===== src/rtl/mgmt_pkg.sv =====
// Package: constants and carriers for the PHY management serial master
package mgmt_pkg;
  // Management clock ceiling and system clock rate
  localparam int unsigned MDC_MAX_KHZ   = 2500;
  localparam int unsigned SYS_CLK_KHZ   = 125000;
  // Least half-period count that keeps the management clock at or below its ceiling
  localparam int unsigned MIN_HALF_DIV  = (SYS_CLK_KHZ + 2 * MDC_MAX_KHZ - 1) / (2 * MDC_MAX_KHZ);
  localparam logic [7:0]  DIV_RESET     = 8'(MIN_HALF_DIV);
  // Frame field widths and constants
  localparam logic [5:0]  FRAME_BITS    = 6'h20;
  localparam logic [5:0]  PREAMBLE_BITS = 6'h20;
  localparam logic [1:0]  START_CODE    = 2'h1;
  localparam logic [1:0]  OP_WRITE      = 2'h1;
  localparam logic [1:0]  OP_READ       = 2'h2;
  localparam logic [1:0]  TA_WRITE      = 2'h2;
  // Bit index where the turnaround begins, counted from the first start bit after the preamble
  localparam logic [5:0]  TA_FIRST_BIT  = 6'h0E;
  localparam logic [5:0]  TA_LAST_BIT   = 6'h0F;

  // Command carrier
  typedef struct packed {
    logic        rd;
    logic [4:0]  phy_addr;
    logic [4:0]  reg_addr;
    logic [15:0] wdata;
  } mgmt_cmd_t;

  // Phy status carrier
  typedef struct packed {
    logic rx_err;
    logic col;
    logic crs;
  } phy_stat_t;
endpackage


===== src/rtl/phy_mgmt_serial_master.sv =====
// PHY management serial master with MII status qualification
// Function
// Management clock divided, never above 2.5 MHz
// One bit per management clock rising edge
// All fields shifted most significant first
// Active-low enable steers data line direction
// PHY flags errored receive frame
// PHY flags collision during transmit
// Collision ignored in full duplex, gigabit
// Carrier sense ignored full duplex, gigabit
// Clause 22 frame, released read turnaround
`timescale 1ns/1ps
`default_nettype none
module phy_mgmt_serial_master (
  input  wire logic                I_SYS_CLK,
  input  wire logic                I_SYS_RST,
  input  wire logic [7:0]          i_half_div,
  input  wire logic                i_start,
  input  wire mgmt_pkg::mgmt_cmd_t i_cmd,
  input  wire logic                i_mdio_in,
  input  wire logic                i_full_duplex,
  input  wire logic                i_gigabit,
  input  wire mgmt_pkg::phy_stat_t i_phy_stat,
  output logic                     o_busy,
  output logic                     o_done,
  output logic [15:0]              o_rdata,
  output logic                     o_mdc,
  output logic                     o_mdio_out,
  output logic                     o_mdio_oen,
  output logic                     o_rx_err,
  output logic                     o_col,
  output logic                     o_crs
);
  typedef enum logic [1:0] {
    ST_IDLE = 2'b00,
    ST_PRE  = 2'b01,
    ST_BODY = 2'b10,
    ST_END  = 2'b11
  } state_t;

  state_t      state_r, state_nxt;
  logic        busy_r, busy_nxt;
  logic [5:0]  bit_r, bit_nxt;
  logic [31:0] shift_r, shift_nxt;
  logic        rd_r, rd_nxt;
  logic [15:0] rdata_r, rdata_nxt;
  logic        out_r, out_nxt;
  logic        oen_r, oen_nxt;
  logic        done_r, done_nxt;
  logic        mdc_r;
  logic        mdc_raw;
  logic        rise;
  logic        fall;
  logic        run;
  logic [7:0]  mdc_hold_r;
  logic [7:0]  mdc_hold_nxt;

  ////////////////////////////////////////////////////////////////////////
  // Clock divider; held stopped between frames so each frame starts low
  // divided management clock
  assign run = (state_r != ST_IDLE);
  mdc_divider u_div (
    .i_clk      (I_SYS_CLK),
    .i_rst      (I_SYS_RST),
    .i_run      (run),
    .i_half_div (i_half_div),
    .o_mdc      (mdc_raw),
    .o_rise     (rise),
    .o_fall     (fall)
  );

  // Cycles since the clock pin last moved; saturates so idle gaps stay legal
  always_comb begin
    if (mdc_raw != mdc_r) begin
      mdc_hold_nxt = 8'h00;
    end else if (mdc_hold_r != 8'hFF) begin
      mdc_hold_nxt = mdc_hold_r + 8'h01;
    end else begin
      mdc_hold_nxt = mdc_hold_r;
    end
  end

  // Clock level age register, feeds the rate check only
  always_ff @(posedge I_SYS_CLK or posedge I_SYS_RST) begin
    if (I_SYS_RST) begin
      mdc_hold_r <= 8'hFF;
    end else begin
      mdc_hold_r <= mdc_hold_nxt;
    end
  end

  ////////////////////////////////////////////////////////////////////////
  // Frame sequencer: data changes after falling edge, so it is stable at
  // the PHY's rising-edge sample; read data sampled on rising edge
  always_comb begin
    state_nxt = state_r;
    bit_nxt   = bit_r;
    shift_nxt = shift_r;
    rd_nxt    = rd_r;
    rdata_nxt = rdata_r;
    out_nxt   = out_r;
    oen_nxt   = oen_r;
    done_nxt  = 1'b0;
    case (state_r)
      ST_IDLE: begin
        oen_nxt = 1'b1;
        out_nxt = 1'b1;
        if (i_start) begin
          // clause 22 field layout
          rd_nxt    = i_cmd.rd;
          shift_nxt = {mgmt_pkg::START_CODE,
                       i_cmd.rd ? mgmt_pkg::OP_READ : mgmt_pkg::OP_WRITE,
                       i_cmd.phy_addr, i_cmd.reg_addr, mgmt_pkg::TA_WRITE,
                       i_cmd.wdata};
          bit_nxt   = 6'h00;
          oen_nxt   = 1'b0;
          out_nxt   = 1'b1;
          state_nxt = ST_PRE;
        end
      end
      ST_PRE: begin
        // one preamble bit per rising edge
        if (rise) begin
          if (bit_r == mgmt_pkg::PREAMBLE_BITS - 6'h01) begin
            bit_nxt   = 6'h00;
            state_nxt = ST_BODY;
          end else begin
            bit_nxt = bit_r + 6'h01;
          end
        end
      end
      ST_BODY: begin
        // present top bit first, then shift left
        if (fall) begin
          out_nxt   = shift_r[31];
          shift_nxt = {shift_r[30:0], 1'b0};
          // release line across read turnaround and data
          // device releases during read turnaround
          oen_nxt   = rd_r && (bit_r >= mgmt_pkg::TA_FIRST_BIT);
        end
        if (rise) begin
          // capture read bit on rising edge, msb first
          if (rd_r && bit_r > mgmt_pkg::TA_LAST_BIT + 6'h01) begin
            rdata_nxt = {rdata_r[14:0], i_mdio_in};
          end
          if (bit_r == mgmt_pkg::FRAME_BITS) begin
            state_nxt = ST_END;
          end
        end
        if (fall) begin
          bit_nxt = bit_r + 6'h01;
        end
      end
      ST_END: begin
        if (fall) begin
          oen_nxt   = 1'b1;
          out_nxt   = 1'b1;
          done_nxt  = 1'b1;
          state_nxt = ST_IDLE;
        end
      end
      default: begin
        state_nxt = ST_IDLE;
      end
    endcase
    // Busy registered so the pin comes straight from a flop
    busy_nxt = (state_nxt != ST_IDLE);
  end

  // Sequencer registers
  always_ff @(posedge I_SYS_CLK or posedge I_SYS_RST) begin
    if (I_SYS_RST) begin
      state_r <= ST_IDLE;
      bit_r   <= 6'h00;
      shift_r <= 32'h0000_0000;
      rd_r    <= 1'b0;
      rdata_r <= 16'h0000;
      out_r   <= 1'b1;
      oen_r   <= 1'b1;
      done_r  <= 1'b0;
      mdc_r   <= 1'b0;
      busy_r  <= 1'b0;
    end else begin
      state_r <= state_nxt;
      bit_r   <= bit_nxt;
      shift_r <= shift_nxt;
      rd_r    <= rd_nxt;
      rdata_r <= rdata_nxt;
      out_r   <= out_nxt;
      oen_r   <= oen_nxt;
      done_r  <= done_nxt;
      mdc_r   <= mdc_raw;
      busy_r  <= busy_nxt;
    end
  end

  ////////////////////////////////////////////////////////////////////////
  // PHY status qualification
  logic rx_err_r, col_r, crs_r;
  logic col_nxt, crs_nxt;
  logic half_slow;

  // Collision and carrier only meaningful in half duplex below gigabit
  always_comb begin
    half_slow = ~i_full_duplex & ~i_gigabit;
    // collision gated off
    col_nxt = i_phy_stat.col & half_slow;
    // carrier sense gated off
    crs_nxt = i_phy_stat.crs & half_slow;
  end

  // Status registers; receive error passed as driven by the PHY
  always_ff @(posedge I_SYS_CLK or posedge I_SYS_RST) begin
    if (I_SYS_RST) begin
      rx_err_r <= 1'b0;
      col_r    <= 1'b0;
      crs_r    <= 1'b0;
    end else begin
      rx_err_r <= i_phy_stat.rx_err;
      col_r    <= col_nxt;
      crs_r    <= crs_nxt;
    end
  end

  assign o_busy     = busy_r;
  assign o_done     = done_r;
  assign o_rdata    = rdata_r;
  assign o_mdc      = mdc_r;
  assign o_mdio_out = out_r;
  assign o_mdio_oen = oen_r;
  assign o_rx_err   = rx_err_r;
  assign o_col      = col_r;
  assign o_crs      = crs_r;

  ////////////////////////////////////////////////////////////////////////
  // Checks
  a_col_gated: assert property (@(posedge I_SYS_CLK) disable iff (I_SYS_RST)
    (i_full_duplex || i_gigabit) |=> !o_col)
    else $error("collision passed in full duplex or gigabit");
  a_crs_gated: assert property (@(posedge I_SYS_CLK) disable iff (I_SYS_RST)
    (i_full_duplex || i_gigabit) |=> !o_crs)
    else $error("carrier sense passed in full duplex or gigabit");
  a_col_passed: assert property (@(posedge I_SYS_CLK) disable iff (I_SYS_RST)
    (!i_full_duplex && !i_gigabit && i_phy_stat.col) |=> o_col)
    else $error("collision lost in half duplex");
  a_rxerr_follow: assert property (@(posedge I_SYS_CLK) disable iff (I_SYS_RST)
    i_phy_stat.rx_err |=> o_rx_err)
    else $error("receive error not reported");
  a_mdc_slow: assert property (@(posedge I_SYS_CLK) disable iff (I_SYS_RST)
    (mdc_raw != mdc_r) |-> (mdc_hold_r >= mgmt_pkg::DIV_RESET - 8'h01))
    else $error("management clock too fast");
  a_data_stable: assert property (@(posedge I_SYS_CLK) disable iff (I_SYS_RST)
    $rose(o_mdc) |-> $stable(o_mdio_out))
    else $error("data changed at rising edge");
  a_idle_release: assert property (@(posedge I_SYS_CLK) disable iff (I_SYS_RST)
    (state_r == ST_IDLE && !i_start) |=> o_mdio_oen)
    else $error("line driven while idle");
  a_write_drive: assert property (@(posedge I_SYS_CLK) disable iff (I_SYS_RST)
    (state_r == ST_BODY && !rd_r) |-> !o_mdio_oen)
    else $error("write frame released line");
  a_msb_first: assert property (@(posedge I_SYS_CLK) disable iff (I_SYS_RST)
    (state_r == ST_BODY && fall) |=> o_mdio_out == $past(shift_r[31]))
    else $error("bit order not msb first");
endmodule
`default_nettype wire


===== src/rtl/mdc_divider.sv =====
// Management clock divider producing rise and fall strobes
`timescale 1ns/1ps
`default_nettype none
module mdc_divider (
  input  wire logic       i_clk,
  input  wire logic       i_rst,
  input  wire logic       i_run,
  input  wire logic [7:0] i_half_div,
  output logic            o_mdc,
  output logic            o_rise,
  output logic            o_fall
);
  logic [7:0] cnt_r;
  logic [7:0] cnt_nxt;
  logic       mdc_r;
  logic       mdc_nxt;
  logic [7:0] half;

  // Divisor below the safe least value is clamped, never faster
  always_comb begin
    half = (i_half_div < mgmt_pkg::DIV_RESET) ? mgmt_pkg::DIV_RESET : i_half_div;
    cnt_nxt = cnt_r;
    mdc_nxt = mdc_r;
    o_rise = 1'b0;
    o_fall = 1'b0;
    if (!i_run) begin
      cnt_nxt = 8'h00;
      mdc_nxt = 1'b0;
    end else if (cnt_r == half - 8'h01) begin
      cnt_nxt = 8'h00;
      mdc_nxt = ~mdc_r;
      o_rise = ~mdc_r;
      o_fall = mdc_r;
    end else begin
      cnt_nxt = cnt_r + 8'h01;
    end
  end

  // Divider state
  always_ff @(posedge i_clk or posedge i_rst) begin
    if (i_rst) begin
      cnt_r <= 8'h00;
      mdc_r <= 1'b0;
    end else begin
      cnt_r <= cnt_nxt;
      mdc_r <= mdc_nxt;
    end
  end

  assign o_mdc = mdc_r;
endmodule
`default_nettype wire


===== config.mk =====
export PLATFORM = sky130hd
export DESIGN_NAME = phy_mgmt_serial_master
export DESIGN_NICKNAME = d
export VERILOG_FILES = /design/src/rtl/mgmt_pkg.sv /design/src/rtl/phy_mgmt_serial_master.sv /design/src/rtl/mdc_divider.sv
export SDC_FILE = /design/constraint.sdc
export NUM_CORES = 1
export LEC_CHECK = 0
export BUFFER_PORTS_ARGS = -buffer_cell sky130_fd_sc_hd__buf_2
export CAP_MARGIN = 20
export CORE_MARGIN = 1
export CORE_UTILIZATION = 56
export DETAILED_ROUTE_END_ITERATION = 10
export PLACE_DENSITY = 0.8
export SYNTH_ARGS = -nofsm -noshare
export SYNTH_HDL_FRONTEND = slang
export SYNTH_SLANG_ARGS = --single-unit
export TNS_END_PERCENT = 1

===== constraint.sdc =====
create_clock -name I_SYS_CLK -period 3 [get_ports I_SYS_CLK]
set_input_delay 0.6 -clock I_SYS_CLK [delete_from_list [all_inputs] [get_ports I_SYS_CLK]]
set_output_delay 0.6 -clock I_SYS_CLK [all_outputs]
set_load 0.02 [all_outputs]

==> results of run 1 <==
## flip-flops by register name, summed over array words and instances, names as in the netlist
name	flops
o_done	1
o_rdata	16
o_mdc	1
o_mdio_out	1
u_div.cnt_r	8
bit_r	6
state_r	2
o_busy	1
o_crs	1
o_rx_err	1
shift_r	32
rd_r	1
u_div.o_mdc	1
o_col	1
o_mdio_oen	1
## power by group through the flow
stage	clock [mW]	sequential (mW)	combinational [mW]
after floorplan	0	1.25	0.503
final	0.847	1.27	0.802
after global placement	0	1.27	0.677
after CTS	0.859	1.25	0.757
after global routing	0.905	1.28	0.893
after detailed placement	0	1.27	0.710
## path summary, 6_finish.rpt
kind / startpoint / end / cells after the start
setup reg to reg: u_div.cnt_r[2] / bit_r[3] / 10
max in group asynchronous: I_SYS_RST / o_mdio_out / 3
min in group I_SYS_CLK: i_phy_stat[2] / o_rx_err / 1
hold reg to reg: o_mdio_oen / o_mdio_oen / 2
hold / removal: I_SYS_RST / o_rdata[3] / 2
setup / recovery: i_half_div[4] / o_rdata[7] / 13
## logic make-up (layout without fill, tap and decap cells)
kind of cell / after synthesis / count (layout) / synth area share [%]
compound gates: 71 / 71 / 11.4
xor+xnor: 15 / 15 / 3.43
fa+ha+maj: 9 / 9 / 2.94
buf+inv: 31 / 131 / 3.92
flops: 74 / 74 / 48.5
mux: 45 / 45 / 13.3
simple gates: 123 / 123 / 16.5
## timing repair
| action | CTS | global route |
|---|---|---|
| setup buffers | 7 | 1 |
| gates resized for setup | 18 | 14 |
| pin swaps | 6 | 3 |
| gates cloned | 1 | 0 |
| setup endpoints to repair | 38 | 59 |
| hold buffers | 0 | 0 |
## synthesized netlist by cell type (2+ instances only)
cell and instances:
and3_1 7, dfrtp_1 72, nor4b_1 4, a21o_1 2, xor2_1 10, nor4_1 3
mux2_4 10, o22ai_1 2, a21oi_1 6, dfstp_2 2, buf_6 2, nor2b_1 4
inv_1 11, o211ai_1 3, o21ai_0 40, xnor2_1 5, o31ai_1 2, mux2i_1 28
a31oi_1 5, nand2_1 41, nor2_1 24, nand3_1 10, ha_1 9, nand2b_1 4
nor3b_1 5, clkbuf_1 13, and2_1 2, or4_1 3, buf_2 3, nor3_1 7
mux2_2 7
## metrics by stage
step	cell area [um2]	utilization, %
3_5_place_dp	4430	68.6
2_1_floorplan	3850	-
6_report	4880	75.5
3_3_place_gp	4430	68.6
4_1_cts	4800	74.3
5_1_grt	4880	75.5
## worst register-to-register path: cells and delay by family (launching register included)
family / cells / cell delay (ns)
AO/OA/AOI/OAI: 6 / 1.21
buffers and inverters: 2 / 0.32
flip-flops: 1 / 0.50
AND/OR/NAND/NOR: 2 / 0.31
## layout make-up
class	count	area, um2
clock buffer	10	128
clock inverter	6	90.1
fill	431	1580
inverter	11	41.3
multi-input combinational	263	1940
sequential	74	1850
tap	77	96.3
timing repair buffer	104	724
## metal layers
layer / vias up / global-route usage [%] / share of wire, %
met3: 10 / 5.41 / 4.5
met1: 1445 / 31.1 / 45
met5: - / 0 / 0
met4: 0 / 9.55 / 1.5
li1: 1485 / - / -
met2: 68 / 39.3 / 49
==> flow_metrics.tcl, run 1 <==
set metrics [dict create \
    setup_slack_ns -0.106 \
    syn_area_um2 3830 \
    crit_type "in -> reg" \
    crit_arrival_ns 3.34 \
    core_um2 6460 \
    wl_per_cell_um 15.3 \
    fp.dieW_um 84.7 \
    synth_area_leaders "dfrtp_1, mux2i_1, o21ai_0" \
    synth_nets 421 \
    fmax_ghz 0.322 \
    place_inst 520 \
    vias 3008 \
    synth_edf_count 0 \
    synth_seq_cells 74 \
    post-route-drc-count 6 \
    status "finished, violations left" \
    cp_top_family "simple AND/OR/NAND/NOR gates" \
    dr.first_iter.drc_count 170 \
    power_frac_clock_pct 29.0 \
    fin_total_pwr_mw 2.92 \
    whs_ns 0.294 \
    first_pass_iters 9 \
    place_congestion 0.893 \
    clk_pin_slew_worst_paths_ns 0.08 \
    yosys_warnings 0 \
    maxCapViolCount 0 \
    p_sw_mw 0.940 \
    cp_slowest_stage_delay_ns 0.52 \
    period_needed_ns 3.11 \
    dp_hpwl_mm 5.30 \
    end_kind "register" \
    h-tree-depth 3 \
    cts-root-to-sink-buffers 2 \
    worstPathMaxFanout 8 \
    critPathRequiredTime_ns 3.23 \
    final_layout_size_suffix_gt1_share_pct 34.0 \
    path_cells "buf_8 -> a2111oi_4 -> nand2b_4 -> ha_4 -> a21boi_2 -> or4_4 -> a211oi_2 -> and3_4 -> nand2_4 -> nor3_4 -> buf_12 -> buf_12 -> mux2_4" \
    grt-ovfl-total 0 \
    cts_root_buf "clkbuf_8" \
    fin_skew_ns 0.0125 \
    r2r_slack_ns 0.56 \
    ir_worst_vdd_v 0.000400 \
    grtUsageTotal_pct 24.0 \
    slew_viol_final 0 \
    wl_mm 8.32 \
    grt_pass1_wl_mm 13.6 \
    start_util_pct 59.2 \
    yosysTopAreaCellShare_pct 47.1 \
    area_delta_synth_final_pct 27.4 \
    hold_viol_final 0 \
    p_seq_share_pct 43.5 \
    relSlewSlack_pct 61.0 \
    synth_area_per_cell_um2 10.4 \
    layout_commonest_cell "dfrtp_1" \
    yosys.area.top_type "dfrtp_1" \
    stdcell_count 545 \
    rsz0062_at_grt "true" \
    cpMaxStageDelayCell "or4_4" \
    die-area_um2 7170 \
    viasPerCell 5.52 \
    fin_nets 516 \
    setup-tns-final_ns -1.61 \
    p_int_mw 1.98 \
    async_flop_share_pct 100 \
    power_frac_comb_pct 27.5 \
    cts_tree "done" \
    die_h_um 84.7 \
    synth-main-ff-cell "dfrtp_1" \
    ant_nets 0 \
    seq_area_frac_synth_pct 48.5 \
    diodes 0 \
    grt_antenna_before_repair 0 \
    setup_viol 20 \
    clk_latency_ns 0.35 \
    numPortBuffers 67 \
    switching_share_pct 32.2 \
    worst_pin_slew_ns 0.584 \
    yosysUniqueCellTypes 53 \
    io_pins 68 \
    clock-sinks 74 \
    p_leak_nw 2.28 \
    failed_checks "design-rule violations, negative setup slack" \
    crit_top_cell "buf_12" \
    cts-buffers-inserted 9 \
    rows 29 \
    cp-start-kind "input pin" \
    grt_max_degree 65 \
    synthCells 368 \
    pre_cts_slack_ns -0.542 \
    hold_path.class "in -> async" \
    period_share_pct 104 \
    final_cell_mix "dfrtp_1, buf_2, nand2_1, o21ai_0" \
    grt_pass1_vias 2947 \
    power_density_nw_per_um2 598 \
    path_buf_inv 3 \
]
(Power assumes the default switching activity.)
==> run 2, diff against run 1 <==
--- a/config.mk
+++ b/config.mk
@@ -11,7 +11,8 @@
 export CORE_UTILIZATION = 56
 export DETAILED_ROUTE_END_ITERATION = 10
 export PLACE_DENSITY = 0.8
+export SKIP_LAST_GASP = 1
 export SYNTH_ARGS = -nofsm -noshare
 export SYNTH_HDL_FRONTEND = slang
 export SYNTH_SLANG_ARGS = --single-unit
-export TNS_END_PERCENT = 1
+export TNS_END_PERCENT = 20
==> run 2 against run 1 <==
Net effect: the run still ends with design-rule violations, negative setup slack left; global-route usage up 0.68 points; total power down 5.1%; cell count up 0.73%; critical path depth unchanged; clock power down 16%; sequential power about the same; setup slack better by 0.066 ns; routed wire length up 3.3%; die area unchanged; critical endpoint is now o_rdata[5]; largest cell class unchanged.
==> flow_metrics.tcl, run 2 (same netlist as run 1, synthesis figures left out) <==
set metrics [dict create \
    dr.first_iter.drc_count 212 \
    crit_top_cell "buf_12" \
    stdcell_count 549 \
    switching_share_pct 34.2 \
    start_util_pct 59.2 \
    rsz0062_at_grt "true" \
    worstPathMaxFanout 8 \
    power_density_nw_per_um2 564 \
    postLayoutCellArea_um2 4910 \
    grt_antenna_before_repair 0 \
    diodes 0 \
    die_h_um 84.7 \
    power_frac_comb_pct 28.7 \
    final_layout_size_suffix_gt1_share_pct 35.0 \
    numPortBuffers 67 \
    die-area_um2 7170 \
    area_delta_synth_final_pct 28.3 \
    setup_slack_ns -0.0407 \
    whs_ns 0.305 \
    postPlaceCellArea_um2 4450 \
    post-route-drc-count 3 \
    first_pass_iters 7 \
    fin_nets 520 \
    viasPerCell 5.70 \
    relSlewSlack_pct 60.8 \
    utilization_pct 76.0 \
    h-tree-depth 3 \
    maxCapViolCount 0 \
    period_share_pct 101 \
    cts_tree "done" \
    cts-buffers-inserted 9 \
    setup_viol 17 \
    final_cell_mix "dfrtp_1, buf_2, nand2_1, o21ai_0, buf_4" \
    p_sw_mw 0.947 \
    cts-root-to-sink-buffers 2 \
    period_needed_ns 3.04 \
    wl_mm 8.59 \
    largest-register "shift_r" \
    cts_root_buf "clkbuf_8" \
    hold_buffers 0 \
    power_frac_clock_pct 25.6 \
    dp_hpwl_mm 5.54 \
    largest_reg_flops 32 \
    place_congestion 0.867 \
    end_kind "register" \
    critPathRequiredTime_ns 3.23 \
    setup-tns-final_ns -0.475 \
    clock-sinks 74 \
    status "finished, violations left" \
    hold_path.class "in -> async" \
    path_cells "buf_8 -> a2111oi_4 -> nand2b_4 -> ha_4 -> a21boi_2 -> or4_4 -> a211oi_2 -> and3_4 -> nand2_4 -> nor3_4 -> buf_12 -> buf_12 -> mux2_4" \
    p_int_mw 1.82 \
    fp.dieW_um 84.7 \
    crit_type "in -> reg" \
    hold_viol_final 0 \
    grt-ovfl-total 0 \
    pre_cts_slack_ns -0.525 \
    core_um2 6460 \
    grtUsageTotal_pct 24.7 \
    clk_latency_ns 0.35 \
    fmax_ghz 0.329 \
    cp-start-kind "input pin" \
    vias 3129 \
    ir_worst_vdd_v 0.000433 \
    grt_pass1_wl_mm 14.0 \
    cpMaxStageDelayCell "or4_4" \
    p_seq_share_pct 45.7 \
    fin_total_pwr_mw 2.77 \
    grt_max_degree 65 \
    wl_per_cell_um 15.7 \
    crit_arrival_ns 3.28 \
    rows 29 \
    cp_slowest_stage_delay_ns 0.53 \
    fin_skew_ns 0.00595 \
    grt_pass1_vias 3133 \
    p_leak_nw 2.30 \
    io_pins 68 \
    worst_pin_slew_ns 0.587 \
    ant_nets 0 \
    failed_checks "design-rule violations, negative setup slack" \
    clk_pin_slew_worst_paths_ns 0.08 \
    layout_commonest_cell "dfrtp_1" \
    slew_viol_final 0 \
    place_inst 522 \
]
[run 2: cell types whose count changed in the layout (fill, tap and decap cells not counted), sizes merged]
cell,before,now
buf,104,106
bufinv,2,0
clkbuf,10,12
clkinvlp,1,3
[run 2: what timing repair did]
item                       CTS  global route
pin swaps                   10             7
setup endpoints to repair   57            59
setup buffers                9             0
gates cloned                 1             2
resized for setup           15            18
[run 2: path summary, 6_finish.rpt]
kind | startpoint | end | slack (ns) | cells after the start
hold reg to reg | o_mdio_out | o_mdio_out | 0.47 | 2
min in group I_SYS_CLK | i_phy_stat[2] | o_rx_err | 0.36 | 1
setup / recovery | i_half_div[4] | o_rdata[5] | -0.04 | 13
setup reg to reg | u_div.cnt_r[2] | bit_r[3] | 0.46 | 11
hold / removal | I_SYS_RST | o_rdata[0] | 0.31 | 2
max in group asynchronous | I_SYS_RST | o_mdio_oen | 1.97 | 3
[run 2: layout make-up]
class,count,area (um2)
Multi-Input combinational cell,263,1960
Sequential cell,74,1850
Fill cell,435,1550
Timing Repair Buffer,108,778
Clock buffer,10,138
Tap cell,77,96.3
Clock inverter,6,41.3
Inverter,11,41.3
[run 2: power groups by stage]
stage / clock network (mW) / registers (mW) / logic, mW
2_1_floorplan: 0 / 1.25 / 0.503
3_3_place_gp: 0 / 1.27 / 0.673
3_5_place_dp: 0 / 1.27 / 0.711
4_1_cts: 0.721 / 1.26 / 0.749
5_1_grt: 0.767 / 1.28 / 0.888
6_report: 0.709 / 1.27 / 0.794
[run 2: worst max-delay path, delay by kind of cell]
family          cells  cell delay, ns
mux                 1            0.30
simple gates        5            1.24
buf+inv             3            0.37
compound gates      3            0.63
fa+ha+maj           1            0.13
[run 2: routing by layer]
metal	vias up	share of wire (%)	track usage [%]
met3	18	4.2	4.62
met4	0	2.3	12.3
met2	91	51	41.0
li1	1496	-	-
met1	1524	43	31.1
met5	-	0	0
==> run 3, diff against run 2 <==
--- a/config.mk
+++ b/config.mk
@@ -6,11 +6,11 @@
 export NUM_CORES = 1
 export LEC_CHECK = 0
 export BUFFER_PORTS_ARGS = -buffer_cell sky130_fd_sc_hd__buf_2
-export CAP_MARGIN = 20
 export CORE_MARGIN = 1
 export CORE_UTILIZATION = 56
 export DETAILED_ROUTE_END_ITERATION = 10
 export PLACE_DENSITY = 0.8
+export SETUP_SLACK_MARGIN = 0.3
 export SKIP_LAST_GASP = 1
 export SYNTH_ARGS = -nofsm -noshare
 export SYNTH_HDL_FRONTEND = slang
==> run 3 against run 2 <==
Net effect: the run still ends with design-rule violations, negative setup slack left; total power up 0.58%; non-clock buffer count unchanged; critical path depth did not move; largest power group unchanged; via count shrank 0.80%; cell count did not move; combinational power up 2%.
==> flow_metrics.tcl, run 3 (same netlist as run 1, synthesis figures left out) <==
set metrics [dict create \
    hold_viol_final 0 \
    setup_viol 18 \
    hold_path.class "in -> async" \
    die-area_um2 7170 \
    p_seq_share_pct 45.6 \
    cp-start-kind "input pin" \
    largest_reg_flops 32 \
    rsz0062_at_grt "true" \
    grt_pass1_wl_mm 14.1 \
    viasPerCell 5.65 \
    power_frac_clock_pct 25.3 \
    place_congestion 0.867 \
    vias 3104 \
    setup_slack_ns -0.0518 \
    area_delta_synth_final_pct 27.9 \
    fmax_ghz 0.328 \
    power_frac_comb_pct 29.1 \
    maxCapViolCount 0 \
    layout_commonest_cell "dfrtp_1" \
    path_cells "buf_8 -> a2111oi_4 -> nand2b_4 -> ha_4 -> a21boi_2 -> or4_4 -> a211oi_4 -> and3_4 -> nand2_4 -> nor3_4 -> buf_12 -> buf_12 -> mux2_4" \
    place_inst 522 \
    fin_nets 520 \
    r2r_end "bit_r[3]" \
    final_layout_size_suffix_gt1_share_pct 34.7 \
    postLayoutCellArea_um2 4890 \
    cpMaxStageDelayCell "or4_4" \
    grt_max_degree 65 \
    clock-sinks 74 \
    power_density_nw_per_um2 569 \
    io_pins 68 \
    cts-buffers-inserted 9 \
    postPlaceCellArea_um2 4450 \
    wl_per_cell_um 15.5 \
    die_h_um 84.7 \
    stdcell_count 549 \
    core_um2 6460 \
    period_share_pct 102 \
    wl_mm 8.54 \
    worstPathMaxFanout 8 \
    grt-ovfl-total 0 \
    final_cell_mix "dfrtp_1, buf_2, nand2_1, o21ai_0, buf_4" \
    crit_top_cell "buf_12" \
    numPortBuffers 67 \
    relSlewSlack_pct 60.6 \
    crit_type "in -> reg" \
    diodes 0 \
    switching_share_pct 34.4 \
    failed_checks "design-rule violations, negative setup slack" \
    post-route-drc-count 3 \
    fin_skew_ns 0.00492 \
    p_sw_mw 0.957 \
    r2r_slack_ns 0.55 \
    first_pass_iters 9 \
    crit_arrival_ns 3.29 \
    dp_hpwl_mm 5.54 \
    p_int_mw 1.83 \
    fp.dieW_um 84.7 \
    slew_viol_final 0 \
    r2r_start "u_div.cnt_r[2]" \
    ant_nets 0 \
    start_util_pct 59.2 \
    hold_buffers 0 \
    cp_slowest_stage_delay_ns 0.55 \
    clk_latency_ns 0.35 \
    reg2regPathDepth 11 \
    setup-tns-final_ns -0.731 \
    end_kind "register" \
    grt_antenna_before_repair 0 \
    status "finished, violations left" \
    ir_worst_vdd_v 0.000410 \
    cts_tree "done" \
    period_needed_ns 3.05 \
    utilization_pct 75.8 \
    cts-root-to-sink-buffers 2 \
    grt_pass1_vias 3160 \
    fin_total_pwr_mw 2.78 \
    largest-register "shift_r" \
    clk_pin_slew_worst_paths_ns 0.08 \
    rows 29 \
    grtUsageTotal_pct 25.0 \
    cts_root_buf "clkbuf_8" \
    critPathRequiredTime_ns 3.23 \
    h-tree-depth 3 \
    worst_pin_slew_ns 0.589 \
    dr.first_iter.drc_count 169 \
    p_leak_nw 2.28 \
]
## run 3: per-stage QoR
stage / setup WS (ns) / hold WS, ns
finish: -0.0518 / 0.309
global route: -0.144 / 0.341
CTS: -0.0171 / 0.312
detailed placement: -0.525 / 0.467
global placement: -0.449 / 0.448
floorplan: -0.442 / 0.352
## run 3: layer usage
layer	global-route usage (%)	vias to the layer above	wire length (um)
met4	12.3	0	226
met5	0	-	0
met3	4.82	24	395
met1	30.9	1486	3580
li1	-	1491	-
met2	42.1	103	4330
## run 3: worst max path at each step
stage                             end  cells past startpoint           from  slack [ns]
after detailed placement       o_busy                     12  i_half_div[4]       -0.53
after floorplan            o_rdata[0]                     13  i_half_div[3]       -0.44
after global placement         o_busy                     12  i_half_div[4]       -0.45
after global routing       o_rdata[5]                     13  i_half_div[4]       -0.14
after CTS                      o_busy                     12  i_half_div[3]       -0.02
final                     o_rdata[13]                     13  i_half_div[4]       -0.05
## run 3: area by class of cell
cell class	count	area (um2)
multi-input combinational	263	1960
clock inverter	6	41.3
sequential	74	1850
fill	441	1570
timing repair buffer	108	758
tap	77	96.3
clock buffer	10	138
inverter	11	41.3
## run 3: power by group through the flow
stage | clock [mW] | sequential [mW] | combinational, mW
after CTS | 0.721 | 1.26 | 0.770
final | 0.706 | 1.27 | 0.810
after global routing | 0.761 | 1.28 | 0.906
after global placement | 0 | 1.27 | 0.673
after detailed placement | 0 | 1.27 | 0.711
after floorplan | 0 | 1.25 | 0.503
## run 3: critical path, delay by kind of cell
| kind | cells | cell delay, ns |
|---|---|---|
| multiplexers | 1 | 0.30 |
| AND/OR/NAND/NOR | 5 | 1.25 |
| buffers and inverters | 3 | 0.37 |
| AO/OA/AOI/OAI | 3 | 0.63 |
| adder cells (fa/ha/maj) | 1 | 0.13 |
## run 3: what timing repair did
item | 4_1_cts | 5_1_grt
resized for setup | 22 | 14
pin swaps | 12 | 8
setup endpoints to repair | 60 | 69
setup buffers | 10 | 0
cloned | 1 | 0
